## src/inc/iex_regs.vh

```
// Purpose: Register map, field layout, opcodes and reset values of the
//          instruction execution unit.
// Assumes: Byte addresses on a 32-bit classic Wishbone bus.
// Notes:   Definitions only; included by bare name.
`ifndef IEX_REGS_VH
`define IEX_REGS_VH

// Register byte offsets
`define IEX_OFS_EXEC 8'h00
`define IEX_OFS_STATUS 8'h04
`define IEX_OFS_ACC 8'h08
`define IEX_OFS_TPTR 8'h0c
`define IEX_OFS_THIGH 8'h10
`define IEX_OFS_PAGE 8'h14
`define IEX_OFS_DADDR 8'h18
`define IEX_OFS_DDATA 8'h1c

// Instruction word fields in the EXEC register
`define IEX_F_OP_HI 4
`define IEX_F_OP_LO 0
`define IEX_F_BIT_HI 7
`define IEX_F_BIT_LO 5
`define IEX_F_ADR_HI 15
`define IEX_F_ADR_LO 8
`define IEX_F_IMM_HI 23
`define IEX_F_IMM_LO 16

// Status register bit positions
`define IEX_ST_BUSY 0
`define IEX_ST_SKIPPEND 1
`define IEX_ST_C 4
`define IEX_ST_AC 5
`define IEX_ST_Z 6
`define IEX_ST_OV 7
`define IEX_ST_DISC_LO 8
`define IEX_ST_DISC_HI 15

// Opcodes
`define IEX_OP_DEC_ACC_SKZ 5'h00
`define IEX_OP_SET_BYTE 5'h01
`define IEX_OP_SET_BIT 5'h02
`define IEX_OP_INC_SKZ 5'h03
`define IEX_OP_INC_ACC_SKZ 5'h04
`define IEX_OP_SKIP_BIT_NZ 5'h05
`define IEX_OP_SUB_ACC 5'h06
`define IEX_OP_SUB_MEM 5'h07
`define IEX_OP_SUB_IMM 5'h08
`define IEX_OP_SWAP_MEM 5'h09
`define IEX_OP_SWAP_ACC 5'h0a
`define IEX_OP_SKIP_ZERO 5'h0b
`define IEX_OP_COPY_ACC_SKZ 5'h0c
`define IEX_OP_SKIP_BIT_Z 5'h0d
`define IEX_OP_TAB_CUR 5'h0e
`define IEX_OP_TAB_LAST 5'h0f
`define IEX_OP_XOR_ACC 5'h10
`define IEX_OP_XOR_MEM 5'h11

// Values
`define IEX_ALL_ONES 8'hff
`define IEX_RST_BYTE 8'h00
`define IEX_RST_WORD 32'h0000_0000

`endif

```

## src/hdl/iex_core.v

```verilog
// Purpose: Execution unit for a group of 8-bit core instructions:
//          skips, set, increment/decrement, subtract, swap, table read, xor.
// Assumes: Program memory answers combinationally on pmAddr while pmRd is high.
// Notes:   Software issues one instruction per EXEC write over Wishbone.
//
// Implementation choices: the register offsets and the Wishbone interface to the registers.
`include "iex_regs.vh"
`default_nettype none

module iex_core #(
  parameter DMEM_DEPTH = 256,
  parameter PM_ADDR_WIDTH = 12,
  parameter PM_DATA_WIDTH = 16
) (
  input wire mclk,
  input wire rst_b,
  input wire ce,
  input wire wb_cyc_i,
  input wire wb_stb_i,
  input wire wb_we_i,
  input wire [7:0] wb_adr_i,
  input wire [3:0] wb_sel_i,
  input wire [31:0] wb_dat_i,
  output reg [31:0] wb_dat_o,
  output reg wb_ack_o,
  output reg [PM_ADDR_WIDTH-1:0] pmAddr,
  output reg pmRd,
  input wire [PM_DATA_WIDTH-1:0] pmData,
  output reg busy
);

  // One-hot states
  localparam [3:0] ST_IDLE = 4'h1;
  localparam [3:0] ST_EXEC = 4'h2;
  localparam [3:0] ST_TAB = 4'h4;
  localparam [3:0] ST_DUMMY = 4'h8;
  localparam PAGE_W = PM_ADDR_WIDTH - 8;

  // Data memory, not reset: contents are software's concern
  reg [7:0] dmem [0:DMEM_DEPTH-1];

  // Architectural state
  reg [3:0] state_reg;
  reg [3:0] state_next;
  reg [23:0] instr_reg; // Instruction being executed
  reg [7:0] acc_reg;
  reg [7:0] acc_next;
  reg [7:0] tptr_reg; // Table pointer
  reg [7:0] thigh_reg; // Table high byte
  reg [PAGE_W-1:0] page_reg; // Current program page
  reg [7:0] daddr_reg; // Bus window into data memory
  reg flagC_reg;
  reg flagAc_reg;
  reg flagZ_reg;
  reg flagOv_reg;
  reg flagC_next;
  reg flagAc_next;
  reg flagZ_next;
  reg flagOv_next;
  reg skipPend_reg; // Next issued instruction is discarded
  reg [7:0] discCnt_reg; // Discarded instruction count, wraps

  // Combinational execute results
  reg memWe; // Instruction writes data memory; takes effect only in execute
  reg [7:0] memWdata;
  reg skipHit; // Skip condition met
  reg tabLast; // Table read from last page

  // Decoded fields of the current instruction
  wire [4:0] opCode = instr_reg[`IEX_F_OP_HI:`IEX_F_OP_LO];
  wire [2:0] bitSel = instr_reg[`IEX_F_BIT_HI:`IEX_F_BIT_LO];
  wire [7:0] memAdr = instr_reg[`IEX_F_ADR_HI:`IEX_F_ADR_LO];
  wire [7:0] immVal = instr_reg[`IEX_F_IMM_HI:`IEX_F_IMM_LO];
  wire [7:0] memVal = dmem[memAdr];
  wire selBit = memVal[bitSel];

  // Shared subtractor: operand is memory or immediate
  wire [7:0] subOp = (opCode == `IEX_OP_SUB_IMM) ? immVal : memVal;
  wire [8:0] subSum = {1'b0, acc_reg} + {1'b0, ~subOp} + 9'h001;
  wire [4:0] subLow = {1'b0, acc_reg[3:0]} + {1'b0, ~subOp[3:0]} + 5'h01;
  wire [7:0] subRes = subSum[7:0];
  // Overflow: like-signed addends giving a differently signed result
  wire subOv = (acc_reg[7] == ~subOp[7]) && (subRes[7] != acc_reg[7]);

  // Increment, decrement, swap and xor results
  wire [7:0] incVal = memVal + 8'h01;
  wire [7:0] decVal = memVal - 8'h01;
  wire [7:0] swapVal = {memVal[3:0], memVal[7:4]};
  wire [7:0] xorVal = acc_reg ^ memVal;

  // Bus decode
  wire busReq = wb_cyc_i & wb_stb_i & ~wb_ack_o;
  wire busWr = busReq & wb_we_i;
  // Writes wait while an instruction runs, so core and bus never race
  wire busTake = busReq & ~(busWr & (state_reg != ST_IDLE));
  wire wrExec = busTake & wb_we_i & (wb_adr_i == `IEX_OFS_EXEC) & (&wb_sel_i[2:0]);
  wire issue = wrExec & ~skipPend_reg;

  // Execute decode: results, flags and skip
  always @* begin
    memWe = 1'b0;
    memWdata = memVal;
    skipHit = 1'b0;
    tabLast = 1'b0;
    acc_next = acc_reg;
    flagC_next = flagC_reg;
    flagAc_next = flagAc_reg;
    flagZ_next = flagZ_reg;
    flagOv_next = flagOv_reg;
    case (opCode)
      `IEX_OP_DEC_ACC_SKZ: begin
        acc_next = decVal;
        skipHit = (decVal == 8'h00);
      end
      `IEX_OP_SET_BYTE: begin
        memWe = 1'b1;
        memWdata = `IEX_ALL_ONES;
      end
      `IEX_OP_SET_BIT: begin
        memWe = 1'b1;
        memWdata[bitSel] = 1'b1;
      end
      `IEX_OP_INC_SKZ: begin
        memWe = 1'b1;
        memWdata = incVal;
        skipHit = (incVal == 8'h00);
      end
      `IEX_OP_INC_ACC_SKZ: begin
        acc_next = incVal;
        skipHit = (incVal == 8'h00);
      end
      `IEX_OP_SKIP_BIT_NZ: begin
        skipHit = selBit;
      end
      `IEX_OP_SUB_ACC, `IEX_OP_SUB_IMM: begin
        acc_next = subRes;
        flagC_next = subSum[8];
        flagAc_next = subLow[4];
        flagZ_next = (subRes == 8'h00);
        flagOv_next = subOv;
      end
      `IEX_OP_SUB_MEM: begin
        memWe = 1'b1;
        memWdata = subRes;
        flagC_next = subSum[8];
        flagAc_next = subLow[4];
        flagZ_next = (subRes == 8'h00);
        flagOv_next = subOv;
      end
      `IEX_OP_SWAP_MEM: begin
        memWe = 1'b1;
        memWdata = swapVal;
      end
      `IEX_OP_SWAP_ACC: begin
        acc_next = swapVal;
      end
      `IEX_OP_SKIP_ZERO: begin
        skipHit = (memVal == 8'h00);
      end
      `IEX_OP_COPY_ACC_SKZ: begin
        acc_next = memVal;
        skipHit = (memVal == 8'h00);
      end
      `IEX_OP_SKIP_BIT_Z: begin
        skipHit = ~selBit;
      end
      `IEX_OP_TAB_LAST: begin
        tabLast = 1'b1;
      end
      `IEX_OP_XOR_ACC: begin
        acc_next = xorVal;
        flagZ_next = (xorVal == 8'h00);
      end
      `IEX_OP_XOR_MEM: begin
        memWe = 1'b1;
        memWdata = xorVal;
        flagZ_next = (xorVal == 8'h00);
      end
      default: begin
        // Current-page table read and unknown codes change nothing here
        skipHit = 1'b0;
      end
    endcase
  end

  // Next state
  always @* begin
    case (state_reg)
      ST_IDLE: begin
        state_next = issue ? ST_EXEC : ST_IDLE;
      end
      ST_EXEC: begin
        if (opCode == `IEX_OP_TAB_CUR || opCode == `IEX_OP_TAB_LAST) begin
          state_next = ST_TAB;
        end else if (skipHit) begin
          state_next = ST_DUMMY;
        end else begin
          state_next = ST_IDLE;
        end
      end
      ST_TAB: begin
        state_next = ST_IDLE;
      end
      ST_DUMMY: begin
        state_next = ST_IDLE;
      end
      default: begin
        state_next = ST_IDLE;
      end
    endcase
  end

  // Data memory writes: core in execute or table, else bus window
  always @(posedge mclk) begin
    if (ce) begin
      if (state_reg == ST_EXEC && memWe) begin
        dmem[memAdr] <= memWdata;
      end else if (state_reg == ST_TAB) begin
        dmem[memAdr] <= pmData[7:0];
      end else if (busTake && wb_we_i && wb_adr_i == `IEX_OFS_DDATA && wb_sel_i[0]) begin
        dmem[daddr_reg] <= wb_dat_i[7:0];
      end
    end
  end

  // Control state, accumulator, flags and table registers
  always @(posedge mclk or negedge rst_b) begin
    if (!rst_b) begin
      state_reg <= ST_IDLE;
      instr_reg <= 24'h000000;
      acc_reg <= `IEX_RST_BYTE;
      tptr_reg <= `IEX_RST_BYTE;
      thigh_reg <= `IEX_RST_BYTE;
      page_reg <= {PAGE_W{1'b0}};
      daddr_reg <= `IEX_RST_BYTE;
      flagC_reg <= 1'b0;
      flagAc_reg <= 1'b0;
      flagZ_reg <= 1'b0;
      flagOv_reg <= 1'b0;
      skipPend_reg <= 1'b0;
      discCnt_reg <= `IEX_RST_BYTE;
      pmAddr <= {PM_ADDR_WIDTH{1'b0}};
      pmRd <= 1'b0;
      busy <= 1'b0;
    end else if (ce) begin
      state_reg <= state_next;
      busy <= (state_next != ST_IDLE);
      // Fetch: the instruction after a skip is dropped, not run
      if (issue) begin
        instr_reg <= wb_dat_i[23:0];
      end
      if (wrExec && skipPend_reg) begin
        skipPend_reg <= 1'b0;
        discCnt_reg <= discCnt_reg + 8'h01;
      end
      if (state_reg == ST_EXEC) begin
        acc_reg <= acc_next;
        flagC_reg <= flagC_next;
        flagAc_reg <= flagAc_next;
        flagZ_reg <= flagZ_next;
        flagOv_reg <= flagOv_next;
        if (skipHit) begin
          skipPend_reg <= 1'b1;
        end
        if (state_next == ST_TAB) begin
          // Last page is all ones above the pointer
          pmAddr <= {(tabLast ? {PAGE_W{1'b1}} : page_reg), tptr_reg};
          pmRd <= 1'b1;
        end
      end else if (state_reg == ST_TAB) begin
        thigh_reg <= pmData[PM_DATA_WIDTH-1:8];
        pmRd <= 1'b0;
      end else if (busTake && wb_we_i) begin
        // Bus register writes, only while idle
        case (wb_adr_i)
          `IEX_OFS_STATUS: begin
            if (wb_sel_i[0]) begin
              flagC_reg <= wb_dat_i[`IEX_ST_C];
              flagAc_reg <= wb_dat_i[`IEX_ST_AC];
              flagZ_reg <= wb_dat_i[`IEX_ST_Z];
              flagOv_reg <= wb_dat_i[`IEX_ST_OV];
            end
          end
          `IEX_OFS_ACC: begin
            if (wb_sel_i[0]) begin
              acc_reg <= wb_dat_i[7:0];
            end
          end
          `IEX_OFS_TPTR: begin
            if (wb_sel_i[0]) begin
              tptr_reg <= wb_dat_i[7:0];
            end
          end
          `IEX_OFS_PAGE: begin
            if (wb_sel_i[0]) begin
              page_reg <= wb_dat_i[PAGE_W-1:0];
            end
          end
          `IEX_OFS_DADDR: begin
            if (wb_sel_i[0]) begin
              daddr_reg <= wb_dat_i[7:0];
            end
          end
          default: begin
            // Read-only or unmapped: write ignored
            daddr_reg <= daddr_reg;
          end
        endcase
      end
    end
  end

  // Bus answer: ack one cycle after a taken request, data with it
  always @(posedge mclk or negedge rst_b) begin
    if (!rst_b) begin
      wb_ack_o <= 1'b0;
      wb_dat_o <= `IEX_RST_WORD;
    end else if (ce) begin
      wb_ack_o <= busTake;
      if (busTake && !wb_we_i) begin
        case (wb_adr_i)
          `IEX_OFS_EXEC: begin
            wb_dat_o <= {8'h00, instr_reg};
          end
          `IEX_OFS_STATUS: begin
            wb_dat_o <= {16'h0000, discCnt_reg, flagOv_reg, flagZ_reg, flagAc_reg, flagC_reg,
                         2'b00, skipPend_reg, busy};
          end
          `IEX_OFS_ACC: begin
            wb_dat_o <= {24'h000000, acc_reg};
          end
          `IEX_OFS_TPTR: begin
            wb_dat_o <= {24'h000000, tptr_reg};
          end
          `IEX_OFS_THIGH: begin
            wb_dat_o <= {24'h000000, thigh_reg};
          end
          `IEX_OFS_PAGE: begin
            wb_dat_o <= {{(32-PAGE_W){1'b0}}, page_reg};
          end
          `IEX_OFS_DADDR: begin
            wb_dat_o <= {24'h000000, daddr_reg};
          end
          `IEX_OFS_DDATA: begin
            wb_dat_o <= {24'h000000, dmem[daddr_reg]};
          end
          default: begin
            // Unmapped reads answer zero
            wb_dat_o <= `IEX_RST_WORD;
          end
        endcase
      end else begin
        wb_dat_o <= `IEX_RST_WORD;
      end
    end
  end

endmodule // iex_core

`default_nettype wire

```

## config.mk

```make
export PLATFORM = sky130hd
export DESIGN_NAME = iex_core
export DESIGN_NICKNAME = d
export VERILOG_FILES = /design/src/hdl/iex_core.v
export VERILOG_INCLUDE_DIRS = /design/src /design/src/inc
export SDC_FILE = /design/constraint.sdc
export NUM_CORES = 2
export LEC_CHECK = 0
export ABC_AREA = 0
export ABC_CLOCK_PERIOD_IN_PS = 14100
export BUFFER_PORTS_ARGS = -buffer_cell sky130_fd_sc_hd__buf_2
export CAP_MARGIN = 20
export CELL_PAD_IN_SITES_DETAIL_PLACEMENT = 1
export CELL_PAD_IN_SITES_GLOBAL_PLACEMENT = 1
export CORE_UTILIZATION = 41
export CTS_CLUSTER_DIAMETER = 120
export CTS_CLUSTER_SIZE = 14
export DETAILED_ROUTE_END_ITERATION = 6
export PLACE_DENSITY_LB_ADDON = 0.08
export SLEW_MARGIN = 20
export SYNTH_ARGS = -nofsm -noshare
export SYNTH_HDL_FRONTEND = slang
export SYNTH_SLANG_ARGS = --single-unit
```

## constraint.sdc

```tcl
create_clock -name mclk -period 14.1 [get_ports mclk]
set_input_delay 1.41 -clock mclk [delete_from_list [all_inputs] [get_ports mclk]]
set_output_delay 1.41 -clock mclk [all_outputs]
set_load 0.02 [all_outputs]
```

==> results.md <==
- Result of the run: finished, final reports clean
- CTS root buffer: sky130_fd_sc_hd__clkbuf_16
- Number of antenna-violating nets in the routed design: 0
- Critical path data required time: 14.59 ns
- Final critical delay including setup and external delays: 9.77 ns
- First drt pass iteration count: 5
- Number of ports placed on the die boundary: 113
- Core region area: 249000 um2
- Warnings from Yosys: 0
- Routed length per placed instance: 39.0 um
- Max-capacitance violation count: 0
- Setup Viol. Count Final: 0
- Maximum number of pins on one net before global-route repair: 184
- Most instantiated cells after synthesis: 2048 x sky130_fd_sc_hd__edfxtp_1, 1095 x sky130_fd_sc_hd__mux4_2, 344 x sky130_fd_sc_hd__nor2_1, 238 x sky130_fd_sc_hd__mux2i_1, 227 x sky130_fd_sc_hd__nand2_1
- Summed area of non-filler cells in the final layout: 112000 um2
- Pwr per Cell Area: 104 nW/um2
- Most frequent CP cell: sky130_fd_sc_hd__a21oi_1
- Overall global routing resource usage: 0.275
- Delay contributed by the slowest stage of the critical path: 0.90 ns
- Critical path's top delay family: compound AO/OA/AOI/OAI gates
- Count of port buffers added during placement: 95
- LEAKAGE: 32.8 nW
- Number of flip-flops under the largest register name: 2048
- Layout fillers: 23000
- Design Power: 11.6 mW
- Critical-path cell with the highest stage delay: sky130_fd_sc_hd__buf_4
- Fmax: 102 MHz
- Relative slew slack: 0.189
- Final-report max-slew violation count: 0
- Number of clock sinks: 2164
- Number of vias per cell after detailed routing: 6.51
- Share of flip-flops with an asynchronous set or reset after synthesis: 0.0536
- Horizontal die dimension: 504 um
- Clk slew on worst S/H paths: 0.07 ns
- Longest Clk Path Bufs: 3
- First-pass GRT wire length: 485000 um
- Worst setup SP type: register
- Layout overhead on the synthesized area: 8.36%
- Gate count after technology mapping: 5534
- Source-to-sink clock delay at the later pin of the worst-skew pair: 0.87 ns
- Initial antenna violation count: 24
- Post-CTS Hold Buffers: 0
- Tcrit/Tclk final: 0.693
- Number of flops mapped to enable cells by yosys: 2048
- RSZ-0062 raised after global routing: false
- Buf+Inv Stages, Crit Path: 6
- Iter 0 DRT Violations: 6283
- DIE AREA: 254000 um2
- Overall via count from detail_route: 58000
- Number of gates given a new drive strength after cts: 0
- Library cell with the highest instance count after synthesis: sky130_fd_sc_hd__edfxtp_1
- Seq/Total Area, Yosys: 0.624
- Starting utilization of the core area: 0.414
- Slew at the pin with the worst max-slew slack: 1.22 ns
- Largest fanout of any net on the critical path: 162
- Primary flip-flop cell chosen by synthesis mapping: sky130_fd_sc_hd__edfxtp_1
- Hold Crit Class: register to register
- Final Hold Fails: 0
- Cell type with the highest aggregate area in the netlist: sky130_fd_sc_hd__edfxtp_1
- Number of placement rows: 183
- Number of library cell types mapped by synthesis: 87
- Sum of negative setup slack: 0 ns
- Share of post-route cells with drive strength above 1: 0.305
- Path type of the worst setup path: register to register
- Buffer count from post-CTS setup fixing: 0
- Combined flip-flop and latch cell area: 64400 um2
- Post-DP Area: 107000 um2
- Largest cells by area after synthesis: sky130_fd_sc_hd__edfxtp_1 60%, sky130_fd_sc_hd__mux4_2 24%, sky130_fd_sc_hd__dfrtp_1 2.8%
- Share of Yosys cell area claimed by the top area cell type: 0.596
- Footprint of the multi-input gates: 36300 um2
- Overflow after GRT: 0
- Critical Path Sink Type: register
- Final RePlAce weighted congestion: 0.863
- Via count of the first global-routing pass: 60000
- Setup Slack @ Placement: 4.57 ns
- Final wirelength: 347000 um
- Clock tree from TritonCTS: yes
- Yosys reg bits: 2164
- Final Worst Setup Slack: 4.33 ns
- Worst-case clock skew: 0.0434 ns
- Max VDD drop: 0.000130 V
- H-tree level count: 4
- Post-route DRC: 0
- Vert. Die Dim: 504 um
- Estimated wirelength of the detail-placed design: 226000 um
- Arrival time of data at the critical path endpoint: 10.26 ns
- Final #Nets: 5605
- TritonCTS buffer count: 172
- Netlist Area Pre-Place: 103000 um2
- Avg Synthesized Cell Area: 18.6 um2
==> metal layers <==
metal  share of wire  GRT usage
met5        0.000098          0
met4           0.031     0.0808
met3           0.063     0.0385
met2            0.48      0.442
met1            0.42      0.390
==> kinds of logic (layout without fill, tap and decap cells) <==
group / Yosys count / in the layout / synth area share
DFF: 2164 / 2164 / 0.624
muxes: 1405 / 1405 / 0.270
xor gates and xnor gates: 27 / 27 / 0.00229
buffers and inverters: 501 / 523 / 0.0262
AOI/OAI and AO/OA: 639 / 639 / 0.0421
other: 1 / 16 / 0.0000364
adders and majority gates: 13 / 13 / 0.00165
and+or+nand+nor: 784 / 784 / 0.0334
==> worst register-to-register path, stage by stage, from the launching register on <==
cell and delay (ns):
sky130_fd_sc_hd__dfrtp_4 0.77, sky130_fd_sc_hd__buf_4 0.54, sky130_fd_sc_hd__nor2b_4 0.63, sky130_fd_sc_hd__buf_12 0.38, sky130_fd_sc_hd__a22oi_1 0.26, sky130_fd_sc_hd__a21oi_1 0.50, sky130_fd_sc_hd__a2111oi_0 0.18, sky130_fd_sc_hd__buf_4 0.20
sky130_fd_sc_hd__a22oi_1 0.81, sky130_fd_sc_hd__nand2_1 0.68, sky130_fd_sc_hd__o21ai_0 0.36, sky130_fd_sc_hd__ha_1 0.22, sky130_fd_sc_hd__inv_1 0.07, sky130_fd_sc_hd__fa_1 0.43, sky130_fd_sc_hd__a21o_1 0.18, sky130_fd_sc_hd__a21oi_1 0.27
sky130_fd_sc_hd__o21ai_0 0.14, sky130_fd_sc_hd__a21oi_1 0.24, sky130_fd_sc_hd__xnor2_1 0.27, sky130_fd_sc_hd__a21oi_1 0.14, sky130_fd_sc_hd__o221a_2 0.14, sky130_fd_sc_hd__o211ai_1 0.09, sky130_fd_sc_hd__a22oi_1 0.15, sky130_fd_sc_hd__a21oi_4 0.19
sky130_fd_sc_hd__buf_12 0.51, sky130_fd_sc_hd__buf_4 0.97
==> report_power, final <==
part	total, mW	internal, mW	switching, mW
logic	0.112	0.0369	0.0752
registers	6.94	6.94	0.00859
clock network	4.59	2.26	2.33
total	11.6	9.24	2.41
==> layout make-up <==
| class | instances | share of cell area |
|---|---|---|
| antenna | 8 | 0.000179 |
| sequential | 2164 | 0.576 |
| tap | 3330 | 0.0373 |
| clock inverter | 10 | 0.00148 |
| multi-input combinational | 2876 | 0.325 |
| timing repair buffer | 261 | 0.0175 |
| inverter | 51 | 0.00173 |
| clock buffer | 201 | 0.0406 |
==> layout by cell type, fill, tap and decap left out, types with 94 or more instances in the layout <==
cell	instances
sky130_fd_sc_hd__buf_4	148
sky130_fd_sc_hd__clkbuf_16	178
sky130_fd_sc_hd__a22oi_1	201
sky130_fd_sc_hd__nand2_1	210
sky130_fd_sc_hd__dfrtp_1	106
sky130_fd_sc_hd__mux4_2	1095
sky130_fd_sc_hd__nor2_1	334
sky130_fd_sc_hd__edfxtp_1	2048
sky130_fd_sc_hd__a21oi_1	152
sky130_fd_sc_hd__mux2i_1	238
sky130_fd_sc_hd__buf_2	94
==> path summary, 6_finish.rpt <==
kind	slack, ns	endpoint	depth (start not counted)	start
setup / recovery	4.33	dmem[82][6]$_DFFE_PP_	25	instr_reg[10]$_DFFE_PN0P_
hold / removal	0.49	pmAddr[9]$_DFFE_PN0P_	2	pmAddr[9]$_DFFE_PN0P_
setup reg to reg	4.33	dmem[82][6]$_DFFE_PP_	25	instr_reg[10]$_DFFE_PN0P_
hold reg to reg	0.49	pmAddr[9]$_DFFE_PN0P_	2	pmAddr[9]$_DFFE_PN0P_
max in group asynchronous	12.21	instr_reg[8]$_DFFE_PN0P_	2	rst_b
min in group asynchronous	0.51	daddr_reg[5]$_DFFE_PN0P_	1	rst_b
==> through the flow <==
| step | utilization | cells | hold slack [ns] |
|---|---|---|---|
| after floorplan | - | 5541 | 0.446 |
| after global placement | 0.429 | 8680 | 0.463 |
| after detailed placement | 0.429 | 8680 | 0.471 |
| after CTS | 0.448 | 8891 | 0.485 |
| after global routing | 0.448 | 8895 | 0.517 |
| final | 0.448 | 8901 | 0.486 |
Power figures use the tool's default switching activity.
